[src/verilog/err_log_pkg.sv]
/*
  Shared constants and types for the bank 4 error status logger.
  Assumes a 32-bit AXI4-Lite register bus on a single 125 MHz clock.
*/
package err_log_pkg;

  // Register byte offsets (64-bit status split into two words)
  localparam logic [7:0] OFF_STATUS_LO = 8'h00;
  localparam logic [7:0] OFF_STATUS_HI = 8'h04;
  localparam logic [7:0] OFF_CLEAR = 8'h08;
  localparam logic [7:0] OFF_IRQ_STATUS = 8'h0C;
  localparam logic [7:0] OFF_IRQ_MASK = 8'h10;
  localparam logic [7:0] OFF_THR_CFG = 8'h14;

  // Field positions within the 64-bit status
  localparam int POS_COUNT = 32;
  localparam int POS_FORMAT = 40;
  localparam int POS_SYNDROME = 44;
  localparam int POS_SYN_VALID = 52;
  localparam int POS_HEALTH = 53;
  localparam int POS_L3_CODE = 16;
  localparam int POS_EXTRA_VALID = 59;
  localparam int POS_UNCORRECTED = 61;
  localparam int POS_LOG_VALID = 63;

  // Reset and saturation values
  localparam logic [7:0] COUNT_RESET = 8'h00;
  localparam logic [7:0] COUNT_MAX = 8'hFF;
  localparam logic [2:0] IRQ_MASK_RESET = 3'h0;
  localparam logic [7:0] THR_RESET = 8'h10;

  // Health encodings
  localparam logic [1:0] HEALTH_NONE = 2'h0;
  localparam logic [1:0] HEALTH_GREEN = 2'h1;
  localparam logic [1:0] HEALTH_YELLOW = 2'h2;

  // AXI responses
  localparam logic [1:0] RESP_OKAY = 2'h0;
  localparam logic [1:0] RESP_SLVERR = 2'h2;

  // Interrupt status bits
  localparam int IRQ_CORR = 0;
  localparam int IRQ_UNCORR = 1;
  localparam int IRQ_SAT = 2;

  // One error report from the detecting logic
  typedef struct packed {
    logic uncorrected;
    logic tracked;
    logic extraValid;
    logic [1:0] format;
    logic synValid;
    logic [7:0] syndrome;
    logic multiWay;
    logic tagHit;
    logic hasCorr;
    logic hasUncorr;
  } err_report_t;

  typedef struct packed {
    logic [7:0] addr;
    logic [31:0] data;
  } bus_word_t;

  // L3 way-level code: high bit set for single-way reports
  function automatic logic [2:0] l3_code(input logic multi, input logic tag,
                                         input logic corr, input logic unc);
    logic [2:0] c;
    c = 3'h0;
    if (multi) begin
      if (unc) c = 3'h2;
      else if (corr) c = 3'h1;
      else if (tag) c = 3'h3;
      else c = 3'h0;
    end else begin
      if (corr && unc) c = 3'h7;
      else if (unc) c = 3'h6;
      else if (corr) c = 3'h5;
      else c = 3'h4;
    end
    return c;
  endfunction

endpackage

[src/verilog/axil_slave.sv]
/*
  Minimal AXI4-Lite slave front end: captures one write and one read.
  Assumes the register file answers reads combinationally from rdData.
*/
`timescale 1ns/1ps
module axil_slave (
  input wire logic sys_clk,
  input wire logic rstn,
  input wire logic [7:0] awaddr,
  input wire logic awvalid,
  output logic awready,
  input wire logic [31:0] wdata,
  input wire logic [3:0] wstrb,
  input wire logic wvalid,
  output logic wready,
  output logic [1:0] bresp,
  output logic bvalid,
  input wire logic bready,
  input wire logic [7:0] araddr,
  input wire logic arvalid,
  output logic arready,
  output logic [31:0] rdata,
  output logic [1:0] rresp,
  output logic rvalid,
  input wire logic rready,
  output err_log_pkg::bus_word_t wrReq,
  output logic wrStrobe,
  output logic [7:0] rdAddr,
  output logic rdStrobe,
  input wire logic [31:0] rdData,
  input wire logic rdHit,
  input wire logic wrHit
);
  import err_log_pkg::*;

  logic haveAw;
  logic haveW;
  logic [7:0] awHold;
  logic [31:0] wHold;

  assign awready = !haveAw && !bvalid;
  assign wready = !haveW && !bvalid;
  assign arready = !rvalid;
  assign wrStrobe = haveAw && haveW && !bvalid;
  assign wrReq = '{addr: awHold, data: wHold};
  assign rdAddr = araddr;
  assign rdStrobe = arvalid && arready;

  // Either channel may arrive first
  always_ff @(posedge sys_clk or negedge rstn) begin
    if (!rstn) begin
      haveAw <= 1'b0;
      haveW <= 1'b0;
      awHold <= 8'h00;
      wHold <= 32'h0000_0000;
      bvalid <= 1'b0;
      bresp <= RESP_OKAY;
    end else begin
      if (awvalid && awready) begin
        haveAw <= 1'b1;
        awHold <= awaddr;
      end
      if (wvalid && wready) begin
        haveW <= 1'b1;
        // Partial strobes still write the whole word; no byte fields here
        wHold <= (wstrb == 4'h0) ? 32'h0000_0000 : wdata;
      end
      if (wrStrobe) begin
        haveAw <= 1'b0;
        haveW <= 1'b0;
        bvalid <= 1'b1;
        bresp <= wrHit ? RESP_OKAY : RESP_SLVERR;
      end else if (bvalid && bready) begin
        bvalid <= 1'b0;
      end
    end
  end

  always_ff @(posedge sys_clk or negedge rstn) begin
    if (!rstn) begin
      rvalid <= 1'b0;
      rdata <= 32'h0000_0000;
      rresp <= RESP_OKAY;
    end else if (rdStrobe) begin
      rvalid <= 1'b1;
      rdata <= rdHit ? rdData : 32'h0000_0000;
      rresp <= rdHit ? RESP_OKAY : RESP_SLVERR;
    end else if (rvalid && rready) begin
      rvalid <= 1'b0;
    end
  end

  bHolds_a: assert property (@(posedge sys_clk) disable iff (!rstn)
    bvalid && !bready |=> bvalid) else $error("bvalid dropped");
  rHolds_a: assert property (@(posedge sys_clk) disable iff (!rstn)
    rvalid && !rready |=> rvalid && $stable(rdata)) else $error("rvalid dropped");
endmodule

[src/verilog/error_status_logger.sv]
/*
  Bank 4 error status logger: builds the 64-bit status word with the
  correctable tally, extra-info format, ECC syndrome, threshold health and
  L3 way code, plus interrupt status and mask, over AXI4-Lite.
  Assumes error reports arrive as one-cycle pulses on sys_clk.
*/
// Contract
// - Bits 39:32 hold correctable event tally
// - Tally starts at zero, saturates at 255
// - Bits 41:40 give extra info format
// - Bits 51:44 carry correctable ECC syndrome
// - Bit 52 set when syndrome delivered
// - Bits 54:53 report threshold health state
// - Health valid only with valid, defined
// - Bits 56:32 share layout for all types
// - Type A code in bits 18:16
// - Codes 000-011 describe multi-way conditions
// - Codes 100-111 describe single-way conditions
// - Log valid set by hardware, software clears
// - Bit 61 marks uncorrected condition
// - Bit 59 set only with extra info
`timescale 1ns/1ps
module error_status_logger (
  input wire logic sys_clk,
  input wire logic rstn,
  input wire logic reportValid,
  input wire err_log_pkg::err_report_t report,
  input wire logic typeA,
  input wire logic [7:0] awaddr,
  input wire logic awvalid,
  output logic awready,
  input wire logic [31:0] wdata,
  input wire logic [3:0] wstrb,
  input wire logic wvalid,
  output logic wready,
  output logic [1:0] bresp,
  output logic bvalid,
  input wire logic bready,
  input wire logic [7:0] araddr,
  input wire logic arvalid,
  output logic arready,
  output logic [31:0] rdata,
  output logic [1:0] rresp,
  output logic rvalid,
  input wire logic rready,
  output logic irq,
  output logic [63:0] status
);
  import err_log_pkg::*;

  bus_word_t wrReq;
  logic wrStrobe;
  logic [7:0] rdAddr;
  logic rdStrobe;
  logic [31:0] rdData;
  logic rdHit;
  logic wrHit;

  logic [7:0] tally;
  logic tallySat;
  logic corrEvt;
  logic logValid;
  logic uncorrected;
  logic extraValid;
  logic [1:0] format;
  logic [7:0] syndrome;
  logic synValid;
  logic [1:0] health;
  logic [2:0] l3Code;
  logic [7:0] threshold;
  logic [2:0] irqStatus;
  logic [2:0] irqMask;
  logic [2:0] irqEvents;
  logic clearReq;
  logic irqRead;
  logic tallySatPrev;
  logic [1:0] next_health;

  assign corrEvt = reportValid && !report.uncorrected;

  axil_slave bus (
    .sys_clk(sys_clk),
    .rstn(rstn),
    .awaddr(awaddr),
    .awvalid(awvalid),
    .awready(awready),
    .wdata(wdata),
    .wstrb(wstrb),
    .wvalid(wvalid),
    .wready(wready),
    .bresp(bresp),
    .bvalid(bvalid),
    .bready(bready),
    .araddr(araddr),
    .arvalid(arvalid),
    .arready(arready),
    .rdata(rdata),
    .rresp(rresp),
    .rvalid(rvalid),
    .rready(rready),
    .wrReq(wrReq),
    .wrStrobe(wrStrobe),
    .rdAddr(rdAddr),
    .rdStrobe(rdStrobe),
    .rdData(rdData),
    .rdHit(rdHit),
    .wrHit(wrHit)
  );

  event_tally tallyUnit (
    .sys_clk(sys_clk),
    .rstn(rstn),
    .evt(corrEvt),
    .tally(tally),
    .saturated(tallySat)
  );

  assign clearReq = wrStrobe && (wrReq.addr == OFF_CLEAR) && wrReq.data[0];
  assign irqRead = rdStrobe && (rdAddr == OFF_IRQ_STATUS);

  always_comb begin
    next_health = HEALTH_NONE;
    if (report.tracked) begin
      next_health = (tally >= threshold) ? HEALTH_YELLOW : HEALTH_GREEN;
    end
  end

  // valid set on report, software clear
  always_ff @(posedge sys_clk or negedge rstn) begin
    if (!rstn) begin
      logValid <= 1'b0;
    end else if (reportValid) begin
      logValid <= 1'b1;
    end else if (clearReq) begin
      logValid <= 1'b0;
    end
  end

  // Uncorrected logs are not overwritten by later corrected ones
  always_ff @(posedge sys_clk or negedge rstn) begin
    if (!rstn) begin
      uncorrected <= 1'b0;
      extraValid <= 1'b0;
      format <= 2'h0;
      syndrome <= 8'h00;
      synValid <= 1'b0;
      health <= HEALTH_NONE;
      l3Code <= 3'h0;
    end else if (reportValid && !(logValid && uncorrected && !report.uncorrected)) begin
      uncorrected <= report.uncorrected;
      extraValid <= report.extraValid;
      format <= report.extraValid ? report.format : 2'h0;
      synValid <= report.synValid && !report.uncorrected;
      syndrome <= (report.synValid && !report.uncorrected) ? report.syndrome : 8'h00;
      health <= report.uncorrected ? HEALTH_NONE : next_health;
      l3Code <= typeA ? l3_code(report.multiWay, report.tagHit, report.hasCorr,
                               report.hasUncorr) : 3'h0;
    end
  end

  always_ff @(posedge sys_clk or negedge rstn) begin
    if (!rstn) begin
      threshold <= THR_RESET;
      irqMask <= IRQ_MASK_RESET;
    end else if (wrStrobe) begin
      if (wrReq.addr == OFF_THR_CFG) threshold <= wrReq.data[7:0];
      if (wrReq.addr == OFF_IRQ_MASK) irqMask <= wrReq.data[2:0];
    end
  end

  always_ff @(posedge sys_clk or negedge rstn) begin
    if (!rstn) begin
      tallySatPrev <= 1'b0;
    end else begin
      tallySatPrev <= tallySat;
    end
  end

  assign irqEvents = {tallySat && !tallySatPrev, reportValid && report.uncorrected, corrEvt};

  // Set wins over read-to-clear
  always_ff @(posedge sys_clk or negedge rstn) begin
    if (!rstn) begin
      irqStatus <= 3'h0;
    end else begin
      irqStatus <= (irqRead ? 3'h0 : irqStatus) | irqEvents;
    end
  end

  assign irq = |(irqStatus & irqMask);

  // one auxiliary layout for A, B, C
  always_comb begin
    status = 64'h0000_0000_0000_0000;
    status[POS_LOG_VALID] = logValid;
    status[POS_UNCORRECTED] = uncorrected;
    status[POS_EXTRA_VALID] = extraValid;
    status[POS_HEALTH +: 2] = logValid ? health : HEALTH_NONE;
    status[POS_SYN_VALID] = synValid;
    status[POS_SYNDROME +: 8] = syndrome;
    status[POS_FORMAT +: 2] = extraValid ? format : 2'h0;
    status[POS_COUNT +: 8] = tally;
    status[POS_L3_CODE +: 3] = l3Code;
  end

  always_comb begin
    rdHit = 1'b1;
    case (rdAddr)
      OFF_STATUS_LO: rdData = status[31:0];
      OFF_STATUS_HI: rdData = status[63:32];
      OFF_IRQ_STATUS: rdData = {29'h0, irqStatus};
      OFF_IRQ_MASK: rdData = {29'h0, irqMask};
      OFF_THR_CFG: rdData = {24'h00_0000, threshold};
      OFF_CLEAR: rdData = 32'h0000_0000;
      default: begin
        rdData = 32'h0000_0000;
        rdHit = 1'b0;
      end
    endcase
  end

  assign wrHit = (wrReq.addr == OFF_CLEAR) || (wrReq.addr == OFF_IRQ_MASK) ||
                 (wrReq.addr == OFF_THR_CFG);

  countTracks_a: assert property (@(posedge sys_clk) disable iff (!rstn)
    corrEvt && tally == 8'h00 |=> status[39:32] == 8'h01) else $error("first count");
  formatGate_a: assert property (@(posedge sys_clk) disable iff (!rstn)
    !status[POS_EXTRA_VALID] |-> status[41:40] == 2'h0) else $error("format ungated");
  synCapture_a: assert property (@(posedge sys_clk) disable iff (!rstn)
    reportValid && !report.uncorrected && report.synValid && !(logValid && uncorrected) |=>
    status[52] && status[51:44] == $past(report.syndrome)) else $error("syndrome");
  synOnlyCorr_a: assert property (@(posedge sys_clk) disable iff (!rstn)
    status[52] |-> !status[61]) else $error("syndrome on uncorrected");
  healthNoRes_a: assert property (@(posedge sys_clk) disable iff (!rstn)
    status[54:53] != 2'h3) else $error("reserved health");
  healthGated_a: assert property (@(posedge sys_clk) disable iff (!rstn)
    !status[63] || status[61] |-> status[54:53] == 2'h0) else $error("health gate");
  validSet_a: assert property (@(posedge sys_clk) disable iff (!rstn)
    reportValid |=> status[63]) else $error("valid not set");
  uncSet_a: assert property (@(posedge sys_clk) disable iff (!rstn)
    reportValid && report.uncorrected |=> status[61]) else $error("uc not set");
  l3Single_a: assert property (@(posedge sys_clk) disable iff (!rstn)
    reportValid && typeA && !report.multiWay && !(logValid && uncorrected)
    |=> status[18]) else $error("single-way code");
  l3Multi_a: assert property (@(posedge sys_clk) disable iff (!rstn)
    reportValid && typeA && report.multiWay && !(logValid && uncorrected)
    |=> !status[18]) else $error("multi-way code");
  tallyKept_a: assert property (@(posedge sys_clk) disable iff (!rstn)
    clearReq && !corrEvt |=> $stable(tally)) else $error("tally cleared");

  corrCov_c: cover property (@(posedge sys_clk) disable iff (!rstn) corrEvt);
  uncCov_c: cover property (@(posedge sys_clk) disable iff (!rstn)
    reportValid && report.uncorrected);
  satCov_c: cover property (@(posedge sys_clk) disable iff (!rstn) tallySat);
  irqCov_c: cover property (@(posedge sys_clk) disable iff (!rstn) irq ##1 irqRead);
endmodule

[src/verilog/event_tally.sv]
/*
  Saturating eight-bit tally of correctable events.
  Assumes evt is a one-cycle pulse on sys_clk; only reset clears it.
*/
`timescale 1ns/1ps
module event_tally (
  input wire logic sys_clk,
  input wire logic rstn,
  input wire logic evt,
  output logic [7:0] tally,
  output logic saturated
);
  import err_log_pkg::*;

  assign saturated = (tally == COUNT_MAX);

  always_ff @(posedge sys_clk or negedge rstn) begin
    if (!rstn) begin
      tally <= COUNT_RESET;
    end else if (evt && !saturated) begin
      tally <= tally + 8'h01;
    end
  end

  stopAt255_a: assert property (@(posedge sys_clk) disable iff (!rstn)
    saturated |=> saturated) else $error("tally left saturation");
  stepOne_a: assert property (@(posedge sys_clk) disable iff (!rstn)
    evt && !saturated |=> tally == $past(tally) + 8'h01) else $error("tally step");
endmodule
[config.mk]
export PLATFORM = sky130hd
export DESIGN_NAME = error_status_logger
export DESIGN_NICKNAME = d
export VERILOG_FILES = /design/src/verilog/err_log_pkg.sv /design/src/verilog/axil_slave.sv /design/src/verilog/error_status_logger.sv /design/src/verilog/event_tally.sv
export SDC_FILE = /design/constraint.sdc
export NUM_CORES = 1
export LEC_CHECK = 0
export BUFFER_PORTS_ARGS = -buffer_cell sky130_fd_sc_hd__clkbuf_2
export CORE_UTILIZATION = 48
export CTS_CLUSTER_SIZE = 10
export DETAILED_ROUTE_END_ITERATION = 8
export PLACE_DENSITY = 0.9
export SKIP_LAST_GASP = 1
export SLEW_MARGIN = 20
export SYNTH_ARGS = -nofsm -noshare
export SYNTH_HDL_FRONTEND = slang
export SYNTH_SLANG_ARGS = --single-unit
[constraint.sdc]
create_clock -name sys_clk -period 2.1 [get_ports sys_clk]
set_input_delay 0 -clock sys_clk [delete_from_list [all_inputs] [get_ports sys_clk]]
set_output_delay 0 -clock sys_clk [all_outputs]
set_load 0.02 [all_outputs]
==> flow_metrics.env <==
export IMPL_cp_cell_sequence="or4_1 > nor3_2 > and4_4 > mux2_2"
export IMPL_post_cts_buffers=0
export IMPL_wl_per_cell_um=14.8
export IMPL_ir_drop_mv=0.754
export IMPL_cts_sinks=88
export IMPL_synth_xor_area_share_pct=1.03
export IMPL_final_antenna_net_count=0
export IMPL_synth_area_per_cell_um2=11.3
export IMPL_clock_path_buffers=2
export IMPL_antenna_cells=0
export IMPL_grt_pass1_vias=3229
export IMPL_power_share_sequential_pct=46.5
export IMPL_drive_gt1_share_pct=31.1
export IMPL_dpl_cell_count=586
export IMPL_cpPeakStageDelay_ns=0.58
export IMPL_grt_total_usage_pct=21.5
export IMPL_grt_max_degree=71
export IMPL_cp_max_fo=8
export IMPL_yosys_mux_area_fraction_pct=7.71
export IMPL_rsz0062_at_grt="false"
export IMPL_start_util_pct=50.7
export IMPL_cts_root_buf="clkbuf_8"
export IMPL_final_common_cell="clkbuf_2"
export IMPL_hold_violations=0
export IMPL_fin_util_pct=63.9
export IMPL_drt_pass1_iterations=4
export IMPL_synth_compound_area_share_pct=13.5
export IMPL_place_ws_ns=-0.0962
export IMPL_fin_area_um2=5360
export IMPL_synthAdderAreaFrac_pct=2.65
export IMPL_skew_ns=0.0164
export IMPL_start_kind="register"
export IMPL_period_needed_ns=1.99
export IMPL_grt_pass1_wl_um=15100
export IMPL_ys_seq_area_share_pct=51.8
export IMPL_avgViaCountPerCell=5.10
export IMPL_hpwl_um=6560
export IMPL_final_cells=642
export IMPL_routed_wl_um=9490
export IMPL_syn_to_final_growth_pct=26.0
export IMPL_synth_main_ff_cell="dfrtp_1"
export IMPL_netlist_area_um2=4250
export IMPL_synthArstFlopShare_pct=100
export IMPL_vias=3272
export IMPL_holdWs_ns=0.0212
export IMPL_dieArea_um2=9240
export IMPL_p_per_area_nw_per_um2=924
export IMPL_drc=0
export IMPL_crit_family="simple AND/OR/NAND/NOR gates"
export IMPL_syn_inst=377
export IMPL_crit_type="register to register"
export IMPL_cts_made_buffers=9
export IMPL_crit_buf_inv=0
export IMPL_setup_viol=0
export IMPL_min_path_type="input port to register"
export IMPL_synth_edf_count=0
export IMPL_ys_ff_latch=88
export IMPL_drt_iter0_drc=184
export IMPL_placed_area_um2=4750
export IMPL_synth_simple_area_share_pct=11.4
export IMPL_cp_data_required_time_ns=2.34
export IMPL_cts_tree="yes"
export IMPL_h_tree_depth=3
export IMPL_antenna_found_initial=0
export IMPL_finalPower_mw=4.95
export IMPL_power_leakage_nw=2.74
export IMPL_insertion_delay_ns=0.35
export IMPL_n_fill_cell=634
export IMPL_synth_top_family_by_area="compound AO/OA/AOI/OAI gates"
export IMPL_end_kind="register"
export IMPL_portBuffers=113
export IMPL_finalMaxSlewViolations=0
export IMPL_std_cell_rows=33
export IMPL_power_share_clock_pct=24.2
export IMPL_coreArea_um2=8380
export IMPL_yosysUniqueCellTypes=47
export IMPL_p_int_mw=3.22
export IMPL_yosys_warnings=0
export IMPL_power_frac_comb_pct=29.3
export IMPL_fp_dieW_um=96.1
export IMPL_swShare_pct=35.0
export IMPL_p_sw_mw=1.73
export IMPL_die_h_um=96.1
export IMPL_setup_slack_ns=0.113
export IMPL_finalNetCount=620
export IMPL_slowest_stage="or4_1"
export IMPL_finalSetupTns_ns=0
export IMPL_ioPinCount=185
export IMPL_finalCritPeriodShare_pct=94.6
export IMPL_clk_pin_slew_ns=0.09
export IMPL_layout_common_cells="clkbuf_2, dfrtp_1, conb_1"
export IMPL_max_freq_ghz=0.503
export IMPL_routabilityCongestion=0.886
export IMPL_status="finished clean"
export IMPL_grt_overflow_total=0
export IMPL_cap_violations=0
export IMPL_worstPathArrival_ns=2.22
[sequential cells by signal, summed over array words and instances (netlist names), 2 cells and up]
register / flops
irqMask: 3
l3Code: 3
bus.wHold: 8
threshold: 8
format: 2
health: 2
bus.awHold: 8
irqStatus: 3
tallyUnit.tally: 8
syndrome: 8
bus.rdata: 24
[worst register-to-register path, stage by stage (launching register included)]
cell     delay, ns
dfrtp_1       0.38
or4_1         0.58
nor3_2        0.24
and4_4        0.33
mux2_2        0.36
[power groups by stage]
| stage | logic [mW] | registers, mW | clock network, mW |
|---|---|---|---|
| 2_1_floorplan | 0.909 | 2.36 | 0 |
| 3_3_place_gp | 1.33 | 2.31 | 0 |
| 3_5_place_dp | 1.38 | 2.33 | 0 |
| 4_1_cts | 1.45 | 2.30 | 1.22 |
| 5_1_grt | 1.62 | 2.35 | 1.29 |
| 6_report | 1.45 | 2.30 | 1.20 |
[layout make-up]
type                            count  area [um^2]  area share, %
Tap cell                          105          131           2.45
Inverter                           13         48.8          0.911
Multi-Input combinational cell    259         1730           32.3
Timing Repair Buffer              161         1040           19.4
Sequential cell                    88         2200           41.1
Clock buffer                        9          124           2.31
Clock inverter                      7         78.8           1.47
[layer usage]
metal	wire, um	part of all wire (%)	vias to the layer above	GRT usage (%)
li1	-	-	1553	-
met1	3870	41	1570	25.5
met2	4940	52	135	38.4
met3	536	5.6	14	5.06
met4	147	1.5	0	6.97
met5	0	0	-	0
[what timing repair did]
| action | in CTS | in global routing |
|---|---|---|
| hold endpoints to repair | 124 | 0 |
| endpoints found under the setup margin | 8 | 11 |
| gates resized for setup | 2 | 1 |
| hold buffers | 40 | 0 |
[synthesized netlist by cell type (6+ instances only)]
cell,count,area [um^2]
nand2_1,31,116
ha_1,9,113
nor2_1,10,37.5
clkbuf_1,9,33.8
dfrtp_1,87,2180
o21ai_0,20,100
mux2i_1,8,80.1
mux2_2,22,248
buf_4,52,390
nor2b_1,7,43.8
inv_1,13,48.8
a22o_1,32,280
nand4_1,6,37.5
[final timing paths]
kind	slack [ns]	to	from	depth (start not counted)
worst max-delay path	0.11	threshold[1]	bus.awHold[0]	4
worst min-delay path	0.02	bus.haveAw	awvalid	3
worst max register to register	0.11	threshold[1]	bus.awHold[0]	4
worst min register to register	0.48	format[1]	format[1]	2
max in group asynchronous	1.37	threshold[4]	rstn	3
min in group asynchronous	0.06	syndrome[2]	rstn	2
[cells by family (layout without fill, tap and decap cells)]
family,after synthesis,count (layout)
compound gates,78,78
flops,88,88
buf+inv,76,190
xor+xnor,5,5
other cells,1,47
fa+ha+maj,9,9
mux,30,30
simple gates,90,90
Note: power is estimated with default switching activity, not from simulation.
